--- config.mk ---
export PLATFORM = sky130hd
export DESIGN_NAME = stream_delay_advance_align
export DESIGN_NICKNAME = d
export VERILOG_FILES = /design/src/design/align_fifo.v /design/src/design/stream_delay_advance_align.v
export VERILOG_INCLUDE_DIRS = /design/src /design/src/design
export SDC_FILE = /design/constraint.sdc
export NUM_CORES = 2
export LEC_CHECK = 0
export BUFFER_PORTS_ARGS = -buffer_cell sky130_fd_sc_hd__buf_4
export CORE_ASPECT_RATIO = 2
export CORE_UTILIZATION = 60
export DETAILED_ROUTE_END_ITERATION = 16
export HOLD_SLACK_MARGIN = 0.08
export PLACE_DENSITY = 0.79
export SETUP_SLACK_MARGIN = 0.15
export SYNTH_ARGS = -nofsm -noshare
export SYNTH_HDL_FRONTEND = slang
export SYNTH_HIERARCHICAL = 1
export SYNTH_SLANG_ARGS = --single-unit
--- constraint.sdc ---
create_clock -name CORE_CLK -period 43.1 [get_ports CORE_CLK]
set_input_delay 8.62 -clock CORE_CLK [delete_from_list [all_inputs] [get_ports CORE_CLK]]
set_output_delay 8.62 -clock CORE_CLK [all_outputs]
set_load 0.005 [all_outputs]
--- src/design/stream_align_map.vh ---
// register map and timing constants of the stream alignment block
`ifndef STREAM_ALIGN_MAP_VH
`define STREAM_ALIGN_MAP_VH
// register indices; byte address is four times the index
`define IDX_LOCAL_CHAN_DELAY 9'h003
`define IDX_LOCAL_BIT_DELAY 9'h023
`define IDX_BP_CHAN_DELAY 9'h043
`define IDX_BP_BIT_DELAY 9'h063
`define IDX_LOCAL_OUT_ADV 9'h083
`define IDX_BP_OUT_ADV 9'h0a3
`define IDX_CTRL 9'h0c3
`define IDX_LOCAL_RATE 9'h0cd
`define IDX_BP_RATE 9'h10d
`define NUM_STREAMS 32
// control register fields
`define CTRL_FAST_BIT 0
`define CTRL_FRAME_RST_BIT 1
// field widths
`define W_LCD 8
`define W_BCD 9
`define W_BITDLY 5
`define W_ADV 2
`define W_RATE 2
`define FIELD_RESET 16'h0000
// quarter-bit ticks: 4 ticks per bit, 8 bits per channel
`define QTICK_PER_CHAN 6'h20
`define AXI_OKAY 2'b00
`define AXI_SLVERR 2'b10
`define FIFO_DEPTH 8
`define FIFO_WIDTH 32
`endif

--- src/design/align_fifo.v ---
// the event fifo module sits with the alignment core, which holds all design logic

--- src/design/stream_delay_advance_align.v ---
// per-stream channel delay, bit delay and output advance alignment core
`timescale 1ns/1ps
`include "stream_align_map.vh"
// Contract
// - 8-bit local channel delay per stream
// - local delay limited by stream rate
// - unsigned channel count before storing data
// - 5-bit local bit delay per stream
// - sampling delayed by field quarter bits
// - 9-bit backplane channel delay per stream
// - backplane delay limited by stream rate
// - fast mode uses only streams 0-15
// - 5-bit backplane bit delay per stream
// - backplane bit 0 after bit delay
// - local advance 0,2,4,6 clocks
// - backplane advance 0,2,4,6 at normal rates
// - backplane advance 0,1,2,3 at 32 Mb/s
// - zero advance keeps normal alignment
// - fast mode overrides backplane rate settings
// - 2-bit rate select sets delay range
module stream_delay_advance_align (
    input wire CORE_CLK,
    input wire RSTN,
    input wire FRAME_PULSE,
    input wire [31:0] S_AXI_AWADDR,
    input wire S_AXI_AWVALID,
    output wire S_AXI_AWREADY,
    input wire [31:0] S_AXI_WDATA,
    input wire [3:0] S_AXI_WSTRB,
    input wire S_AXI_WVALID,
    output wire S_AXI_WREADY,
    output reg [1:0] S_AXI_BRESP,
    output reg S_AXI_BVALID,
    input wire S_AXI_BREADY,
    input wire [31:0] S_AXI_ARADDR,
    input wire S_AXI_ARVALID,
    output wire S_AXI_ARREADY,
    output reg [31:0] S_AXI_RDATA,
    output reg [1:0] S_AXI_RRESP,
    output reg S_AXI_RVALID,
    input wire S_AXI_RREADY,
    output wire [31:0] ALIGN_EVT_DATA,
    output wire ALIGN_EVT_VALID,
    input wire ALIGN_EVT_READY,
    output wire EVT_STALL
);
    // ------------------------------------------------------------
    // reset release and frame pulse synchroniser
    // ------------------------------------------------------------
    reg rst_s1;
    reg rst_n;
    always @(posedge CORE_CLK or negedge RSTN) begin
        if (!RSTN) begin
            rst_s1 <= 1'b0;
            rst_n <= 1'b0;
        end else begin
            rst_s1 <= 1'b1;
            rst_n <= rst_s1;
        end
    end
    reg fp_s1;
    reg fp_s2;
    reg fp_s3;
    reg fp_level;
    wire frame_start;
    always @(posedge CORE_CLK or negedge rst_n) begin
        if (!rst_n) begin
            fp_s1 <= 1'b0;
            fp_s2 <= 1'b0;
            fp_s3 <= 1'b0;
            fp_level <= 1'b0;
        end else begin
            fp_s1 <= FRAME_PULSE;
            fp_s2 <= fp_s1;
            fp_s3 <= fp_s2;
            if (fp_s2 == fp_s3) begin
                fp_level <= fp_s3;
            end
        end
    end
    // rising edge of the filtered level opens a frame
    assign frame_start = fp_s2 && fp_s3 && !fp_level;
    // ------------------------------------------------------------
    // register storage
    // ------------------------------------------------------------
    reg [`W_LCD-1:0] local_chan_delay_field [0:31];
    reg [`W_BITDLY-1:0] lbd [0:31];
    reg [`W_BCD-1:0] bcd [0:31];
    reg [`W_BITDLY-1:0] bbd [0:31];
    reg [`W_ADV-1:0] local_out_adv_field [0:31];
    reg [`W_ADV-1:0] bp_out_adv_field [0:31];
    reg [`W_RATE-1:0] lrate [0:31];
    reg [`W_RATE-1:0] brate [0:31];
    reg bp_fast_rate_mode;
    // log2 of the channel count at the given rate code, 32 << code (2 Mb/s slowest)
    function [3:0] rate_chans_log;
        input [1:0] code;
        begin
            rate_chans_log = 4'h5 + {2'b00, code};
        end
    endfunction
    // channel-delay ceiling for a rate: 32 << code, minus one
    function [8:0] delay_cap;
        input [2:0] code;
        begin
            delay_cap = (9'h020 << code) - 9'h001;
        end
    endfunction
    // advance in system clocks; fast mode halves the step
    function [2:0] adv_cycles;
        input [1:0] code;
        input fast;
        begin
            if (fast) begin
                adv_cycles = {1'b0, code};
            end else begin
                adv_cycles = {code, 1'b0};
            end
        end
    endfunction
    // ------------------------------------------------------------
    // axi4-lite slave: one outstanding write and read
    // ------------------------------------------------------------
    reg aw_held;
    reg w_held;
    reg [8:0] aw_idx;
    reg [15:0] w_data;
    reg w_lo_en;
    reg w_hi_en;
    wire wr_go;
    assign S_AXI_AWREADY = !aw_held && !S_AXI_BVALID;
    assign S_AXI_WREADY = !w_held && !S_AXI_BVALID;
    assign wr_go = aw_held && w_held && !S_AXI_BVALID;
    assign S_AXI_ARREADY = !S_AXI_RVALID;
    wire [8:0] wsub;
    wire [4:0] wn;
    assign wsub = aw_idx;
    assign wn = aw_idx[4:0] - 5'h03;
    wire [8:0] wbase;
    assign wbase = aw_idx - {4'h0, wn};
    wire wr_hit;
    assign wr_hit = (wbase == `IDX_LOCAL_CHAN_DELAY) || (wbase == `IDX_LOCAL_BIT_DELAY)
        || (wbase == `IDX_BP_CHAN_DELAY) || (wbase == `IDX_BP_BIT_DELAY)
        || (wbase == `IDX_LOCAL_OUT_ADV) || (wbase == `IDX_BP_OUT_ADV)
        || (wsub == `IDX_CTRL) || (wsub - `IDX_LOCAL_RATE < 9'd32)
        || (wsub - `IDX_BP_RATE < 9'd32);
    integer i;
    always @(posedge CORE_CLK or negedge rst_n) begin
        if (!rst_n) begin
            aw_held <= 1'b0;
            w_held <= 1'b0;
            aw_idx <= 9'h000;
            w_data <= `FIELD_RESET;
            w_lo_en <= 1'b0;
            w_hi_en <= 1'b0;
            S_AXI_BVALID <= 1'b0;
            S_AXI_BRESP <= `AXI_OKAY;
            bp_fast_rate_mode <= 1'b0;
            for (i = 0; i < 32; i = i + 1) begin
                local_chan_delay_field[i] <= 8'h00;
                lbd[i] <= 5'h00;
                bcd[i] <= 9'h000;
                bbd[i] <= 5'h00;
                local_out_adv_field[i] <= 2'h0;
                bp_out_adv_field[i] <= 2'h0;
                lrate[i] <= 2'h0;
                brate[i] <= 2'h0;
            end
        end else begin
            if (S_AXI_AWVALID && S_AXI_AWREADY) begin
                aw_held <= 1'b1;
                aw_idx <= S_AXI_AWADDR[10:2];
            end
            if (S_AXI_WVALID && S_AXI_WREADY) begin
                w_held <= 1'b1;
                w_data <= S_AXI_WDATA[15:0];
                w_lo_en <= S_AXI_WSTRB[0];
                w_hi_en <= S_AXI_WSTRB[1];
            end
            if (S_AXI_BVALID && S_AXI_BREADY) begin
                S_AXI_BVALID <= 1'b0;
            end
            if (wr_go) begin
                aw_held <= 1'b0;
                w_held <= 1'b0;
                S_AXI_BVALID <= 1'b1;
                S_AXI_BRESP <= wr_hit ? `AXI_OKAY : `AXI_SLVERR;
                // reserved upper bits are dropped
                if (w_lo_en) begin
                    if (wbase == `IDX_LOCAL_CHAN_DELAY) local_chan_delay_field[wn] <= w_data[7:0];
                    if (wbase == `IDX_LOCAL_BIT_DELAY) lbd[wn] <= w_data[4:0];
                    if (wbase == `IDX_BP_CHAN_DELAY) bcd[wn][7:0] <= w_data[7:0];
                    if (wbase == `IDX_BP_BIT_DELAY) bbd[wn] <= w_data[4:0];
                    if (wbase == `IDX_LOCAL_OUT_ADV) local_out_adv_field[wn] <= w_data[1:0];
                    if (wbase == `IDX_BP_OUT_ADV) bp_out_adv_field[wn] <= w_data[1:0];
                    if (wsub == `IDX_CTRL) bp_fast_rate_mode <= w_data[`CTRL_FAST_BIT];
                    if (wsub - `IDX_LOCAL_RATE < 9'd32) begin
                        lrate[wsub[4:0] - 5'h0d] <= w_data[1:0];
                    end
                    if (wsub - `IDX_BP_RATE < 9'd32) begin
                        brate[wsub[4:0] - 5'h0d] <= w_data[1:0];
                    end
                end
                if (w_hi_en && wbase == `IDX_BP_CHAN_DELAY) begin
                    bcd[wn][8] <= w_data[8];
                end
            end
        end
    end
    // read path; reserved bits return zero
    wire [8:0] ridx;
    wire [4:0] rn;
    wire [8:0] rbase;
    assign ridx = S_AXI_ARADDR[10:2];
    assign rn = ridx[4:0] - 5'h03;
    assign rbase = ridx - {4'h0, rn};
    always @(posedge CORE_CLK or negedge rst_n) begin
        if (!rst_n) begin
            S_AXI_RVALID <= 1'b0;
            S_AXI_RDATA <= 32'h0000_0000;
            S_AXI_RRESP <= `AXI_OKAY;
        end else if (S_AXI_ARVALID && S_AXI_ARREADY) begin
            S_AXI_RVALID <= 1'b1;
            S_AXI_RRESP <= `AXI_OKAY;
            S_AXI_RDATA <= 32'h0000_0000;
            if (rbase == `IDX_LOCAL_CHAN_DELAY) S_AXI_RDATA[7:0] <= local_chan_delay_field[rn];
            else if (rbase == `IDX_LOCAL_BIT_DELAY) S_AXI_RDATA[4:0] <= lbd[rn];
            else if (rbase == `IDX_BP_CHAN_DELAY) S_AXI_RDATA[8:0] <= bcd[rn];
            else if (rbase == `IDX_BP_BIT_DELAY) S_AXI_RDATA[4:0] <= bbd[rn];
            else if (rbase == `IDX_LOCAL_OUT_ADV) S_AXI_RDATA[1:0] <= local_out_adv_field[rn];
            else if (rbase == `IDX_BP_OUT_ADV) S_AXI_RDATA[1:0] <= bp_out_adv_field[rn];
            else if (ridx == `IDX_CTRL) S_AXI_RDATA[0] <= bp_fast_rate_mode;
            else if (ridx - `IDX_LOCAL_RATE < 9'd32) begin
                S_AXI_RDATA[1:0] <= lrate[ridx[4:0] - 5'h0d];
            end else if (ridx - `IDX_BP_RATE < 9'd32) begin
                S_AXI_RDATA[1:0] <= brate[ridx[4:0] - 5'h0d];
            end else begin
                S_AXI_RRESP <= `AXI_SLVERR;
            end
        end else if (S_AXI_RVALID && S_AXI_RREADY) begin
            S_AXI_RVALID <= 1'b0;
        end
    end
    // ------------------------------------------------------------
    // alignment sequencer: scans streams after each frame start seen in idle; a frame start during a scan is ignored
    // ------------------------------------------------------------
    localparam ST_IDLE = 2'b00;
    localparam ST_SCAN = 2'b01;
    localparam ST_PUSH = 2'b10;
    reg [1:0] state;
    reg [1:0] next_state;
    reg [5:0] scan;
    wire [4:0] sn;
    wire sel_bp;
    assign sn = scan[4:0];
    assign sel_bp = scan[5];
    // effective rate: 4 means 32 Mb/s in fast mode
    reg [2:0] eff_rate;
    reg stream_used;
    reg [8:0] chan_dly;
    reg [4:0] bit_dly;
    reg [2:0] adv;
    reg [14:0] qtick_off;
    wire fifo_in_ready;
    always @* begin
        if (!sel_bp) begin
            eff_rate = {1'b0, lrate[sn]};
            stream_used = 1'b1;
            chan_dly = {1'b0, local_chan_delay_field[sn]};
            bit_dly = lbd[sn];
            adv = adv_cycles(local_out_adv_field[sn], 1'b0);
        end else begin
            if (bp_fast_rate_mode) begin
                eff_rate = 3'h4;
                stream_used = !sn[4];
            end else begin
                eff_rate = {1'b0, brate[sn]};
                stream_used = 1'b1;
            end
            chan_dly = bcd[sn];
            bit_dly = bbd[sn];
            adv = adv_cycles(bp_out_adv_field[sn], bp_fast_rate_mode);
        end
        if (chan_dly > delay_cap(eff_rate)) begin
            chan_dly = delay_cap(eff_rate);
        end
        // sample point in quarter-bit ticks from the frame boundary
        qtick_off = {1'b0, chan_dly, 5'h00} + {10'h000, bit_dly};
    end
    always @* begin
        case (state)
            ST_IDLE: next_state = frame_start ? ST_SCAN : ST_IDLE;
            ST_SCAN: next_state = ST_PUSH;
            ST_PUSH: begin
                if (!fifo_in_ready) begin
                    next_state = ST_PUSH;
                end else if (scan == 6'h3f) begin
                    next_state = ST_IDLE;
                end else begin
                    next_state = ST_SCAN;
                end
            end
            default: next_state = ST_IDLE;
        endcase
    end
    reg [31:0] evt_word;
    always @(posedge CORE_CLK or negedge rst_n) begin
        if (!rst_n) begin
            state <= ST_IDLE;
            scan <= 6'h00;
            evt_word <= 32'h0000_0000;
        end else begin
            state <= next_state;
            if (state == ST_IDLE) begin
                scan <= 6'h00;
            end else if (state == ST_PUSH && fifo_in_ready) begin
                scan <= scan + 6'h01;
            end
            if (state == ST_SCAN) begin
                evt_word <= {stream_used, sel_bp, sn, eff_rate, adv, 4'h0, qtick_off};
            end
        end
    end
    // stalled sequencer holds the stream until the fifo has a free slot
    assign EVT_STALL = (state == ST_PUSH) && !fifo_in_ready;
    align_fifo #(
        .WIDTH(`FIFO_WIDTH),
        .DEPTH(`FIFO_DEPTH),
        .AW(3)
    ) u_fifo (
        .clk(CORE_CLK),
        .rst_n(rst_n),
        .in_data(evt_word),
        .in_valid(state == ST_PUSH),
        .in_ready(fifo_in_ready),
        .out_data(ALIGN_EVT_DATA),
        .out_valid(ALIGN_EVT_VALID),
        .out_ready(ALIGN_EVT_READY)
    );
endmodule
// ------------------------------------------------------------
// event fifo, parameterised in width and depth
// ------------------------------------------------------------
module align_fifo #(
    parameter WIDTH = 32,
    parameter DEPTH = 8,
    parameter AW = 3
) (
    input wire clk,
    input wire rst_n,
    input wire [WIDTH-1:0] in_data,
    input wire in_valid,
    output wire in_ready,
    output reg [WIDTH-1:0] out_data,
    output wire out_valid,
    input wire out_ready
);
    reg [WIDTH-1:0] mem [0:DEPTH-1];
    reg [AW:0] wr_ptr;
    reg [AW:0] rd_ptr;
    wire full;
    wire empty;
    wire do_wr;
    wire do_rd;
    assign full = (wr_ptr[AW-1:0] == rd_ptr[AW-1:0]) && (wr_ptr[AW] != rd_ptr[AW]);
    assign empty = (wr_ptr == rd_ptr);
    assign in_ready = !full;
    assign out_valid = !empty;
    assign do_wr = in_valid && !full;
    assign do_rd = out_ready && !empty;
    always @(posedge clk or negedge rst_n) begin
        if (!rst_n) begin
            wr_ptr <= {(AW+1){1'b0}};
            rd_ptr <= {(AW+1){1'b0}};
        end else begin
            if (do_wr) begin
                wr_ptr <= wr_ptr + 1'b1;
            end
            if (do_rd) begin
                rd_ptr <= rd_ptr + 1'b1;
            end
        end
    end
    always @(posedge clk) begin
        if (do_wr) begin
            mem[wr_ptr[AW-1:0]] <= in_data;
        end
    end
    always @* begin
        out_data = mem[rd_ptr[AW-1:0]];
    end
endmodule

==> metrics.md <==
| Metric | Value |
|---|---|
| Initial antenna violation count | 9 |
| Root Driver | clkbuf_16 |
| Synth Area in Adders | 0.004408 |
| Failing checks | max-capacitance violations, max-slew violations |
| Post-Syn Instances | 5197 |
| Vias in the first global route | between 50000 and 60000 |
| Clk slew on worst S/H paths | about 0.070 ns |
| Postcts setup bufs | 0 |
| Ys Warns | 6 |
| Net Sw Power | 1.269 mW |
| FF-to-FF setup slack | between 30 and 40 ns |
| Design Power | 3.781 mW |
| RSZ-0062 raised after global routing | no |
| Share of cells above drive strength 1 | 0.4274 |
| Global route overflow | 0 |
| Worst setup EP type | flop |
| Vias | slightly below 50000 |
| TritonCTS clock tree | built |
| H-tree depth | 4 |
| Outcome | finished with violations |
| Post-route setup TNS | 0 ns |
| Initial core utilization | 0.6042 |
| Pwr/cell area | between 40 and 50 nW/um^2 |
| Simple-gate share of the synthesized area | 0.05085 |
| Most common cell in the netlist | dfrtp_1 |
| Synth unique cells | 86 |
| WP data required | 43.75 ns |
| Pre-CTS setup slack | 28.41 ns |
| Internal Power | ~2.5 mW |
| Final cell count without fillers | 6932 |
| Max Fanout on Critical Path | 63 |
| Syn Std Cell Area | roughly 77000 sq um |
| Post-synthesis mux area share | 0.3770 |
| Mapped Avg Cell Area | 14.75 sq um |
| Placed Cells | approximately 6700 |
| Post-synthesis xor/xnor area fraction | 0.004800 |
| Power share of the sequential group | 0.428 |
| Least-Margin Pin Slew | 1.572 ns |
| Switching share of power | 0.3356 |
| Detailed Routing Iterations Pass 1 | 8 |
| Nets | about 5300 |
| Startpoint Class | input pin |
| Top achievable clock speed | 71.07 MHz |
| # port buffers | 87 |
| Clk pwr share | 0.333 |
| Top cells by count, synth | 1205 x dfrtp_1, 1148 x mux2_2, 563 x mux4_2, 256 x edfxtp_1, 254 x mux2i_1 |
| Largest net degree at the start of global routing | approximately 160 |
| RD Place Congestion | 0.9480 |
| Synth top area cells | dfrtp_1 39%, mux2_2 17%, mux4_2 17%, edfxtp_1 10%, mux2i_1 3.3% |
| Drt total wl | 234300 um |
| Synth top area share | 0.3934 |
| Cts hold-fix bufs | 0 |
| Leak Pwr | roughly 35 nW |
| Residual DRC | 0 |
| Die outline width | 254.7 um |
| Max Slew Vio Count | 22 |
| Die area | 129300 sq um |
| Register area share after synthesis | 0.4937 |
| Worst Skew | 0.03332 ns |
| Post-synth top flop | dfrtp_1 |
| Io pins | 184 |
| Final Hold Vio Count | 0 |
| Area leader, netlist | dfrtp_1 |
| Max cap viols | 4 |
| GRT Util Overall | 0.3745 |
| Global-route wire length before repair | 346600 um |
| Vias per cell | roughly 7 |
| Post-layout min period | 14.07 ns |
| Final setup margin | a little under 30 ns |
| CTS Sinks | 1461 |
| Clk Latency, worst-skew pair | 0.81 ns |
| DP HPWL | between 150000 and 200000 um |
| Synth Area in Compound Gates | 0.03867 |
| Slew margin rel. | -0.05214 |
| Combinational share of power | 0.239 |
| Max clock buf depth | 3 |
| Setup CP Type | in2reg |
| Synthesis-to-finish area growth | 8.287% |
| Cts repair resizes | 0 |
| DR WL/cell | 33.80 um |
| Crit path DAT | 14.72 ns |
| CTS buffer count | 131 |
| Asr flop ratio synth | 0.8248 |
| Synth Register Bits | around 1500 |
| Final core occ | 0.6543 |
| Initial DRC count | 4717 |
| Final setup viols | 0 |
| Post-synth EDFFs | 256 |
| Peak VDD IR | approximately 0.040 mV |
| Final ANT Viol Nets | 0 |
| Final period util | 0.3264 |
| Die H | 507.5 um |
| Fillers | 8937 |
| Cell Rows | about 190 |
| Core area | 126800 sq um |
| Largest family of logic cells by synthesized area | multiplexers |
| Worst Hold Class | reg2reg |
[cell families after synthesis]
| group | count (synthesis) |
|---|---|
| muxes | 2015 |
| DFF | 1461 |
| and+or+nand+nor | 766 |
| buffers and inverters | 472 |
| AOI/OAI and AO/OA | 412 |
| xor gates and xnor gates | 42 |
| adders and majority gates | 27 |
| other | 2 |
[sequential cells by signal, summed over array words and instances (netlist names), 64 cells and up]
name                    cells
lrate                      64
u_fifo/mem                256
brate                      64
lbd                       160
bp_out_adv_field           64
local_chan_delay_field    256
bcd                       288
local_out_adv_field        64
bbd                       160
[through the flow]
step | hold WS [ns] | instance area, sq um
after floorplan | 0.3312 | 76880
after global placement | 0.3341 | 78420
after detailed placement | 0.3379 | 78420
after CTS | 0.3603 | 82970
after global routing | 0.3653 | 82990
final | 0.3529 | 82990
[cells in the final DEF (no fill, tap or decap), types with 29 or more instances in the layout]
cell          n
dfrtp_1    1188
mux2_2     1148
mux4_2      563
edfxtp_1    256
mux2i_1     253
nand2_1     219
buf_4       185
nor2_1      180
clkbuf_16   137
o221ai_1     82
nor3_1       67
conb_1       66
a21oi_1      62
o22ai_1      49
o21ai_0      48
nand3_1      47
mux2_1       38
a22oi_1      32
nor2_2       32
nor2_4       31
xnor2_1      29
[path summary, 6_finish.rpt]
| path | cells after the start | endpoint | from |
|---|---|---|---|
| min in group asynchronous | 0 | lrate[33]$_DFFE_PN0P_ | rst_n$_DFF_PN0_ |
| min reg2reg | 0 | rst_n$_DFF_PN0_ | rst_s1$_DFF_PN0_ |
| max reg2reg | 15 | evt_word[11]$_DFFE_PN0N_ | scan[0]$_DFFE_PN0P_ |
| max in group asynchronous | 1 | rst_n$_DFF_PN0_ | RSTN |
| min | 0 | rst_n$_DFF_PN0_ | rst_s1$_DFF_PN0_ |
| max | 11 | S_AXI_RDATA[3]$_DFFE_PN0P_ | S_AXI_ARADDR[2] |
[critical path, cell delays in order]
cell and delay [ns]:
buf_8 0.50, clkinv_1 0.61, ha_4 0.79, buf_4 0.63, buf_4 0.66, mux4_2 0.48, mux4_2 0.47, mux2i_1 0.63
o32ai_1 0.32, a311oi_1 0.67, o21ai_0 0.19
[power groups by stage]
stage          clock [mW]  combinational [mW]  sequential [mW]
2_1_floorplan           0               0.660             1.55
3_3_place_gp            0               0.859             1.63
3_5_place_dp            0               0.875             1.64
4_1_cts              1.27               0.883             1.61
5_1_grt              1.32               0.952             1.63
6_report             1.26               0.905             1.62
[metal layers]
metal	vias to the layer above	wire length, um	track usage
li1	19830	-	-
met3	1013	17160	0.08461
met4	10	27680	0.3644
met1	25780	74540	0.4017
met5	-	73	0
met2	2437	114900	0.6014
[area by class of cell]
type / count / area [sq um] / share of cell area
flip-flops and latches: 1461 / 37890 / 0.4565
well taps: 1683 / 2106 / 0.02537
clock buffers: 182 / 3767 / 0.04539
clock inverters: 57 / 783.3 / 0.009437
inverters: 28 / 106.4 / 0.001281
multi-input cells: 3328 / 36860 / 0.4441
repair buffers: 190 / 1479 / 0.01782
diodes: 3 / 7.507 / 0.00009045
Note: power is estimated with default switching activity, not from simulation.
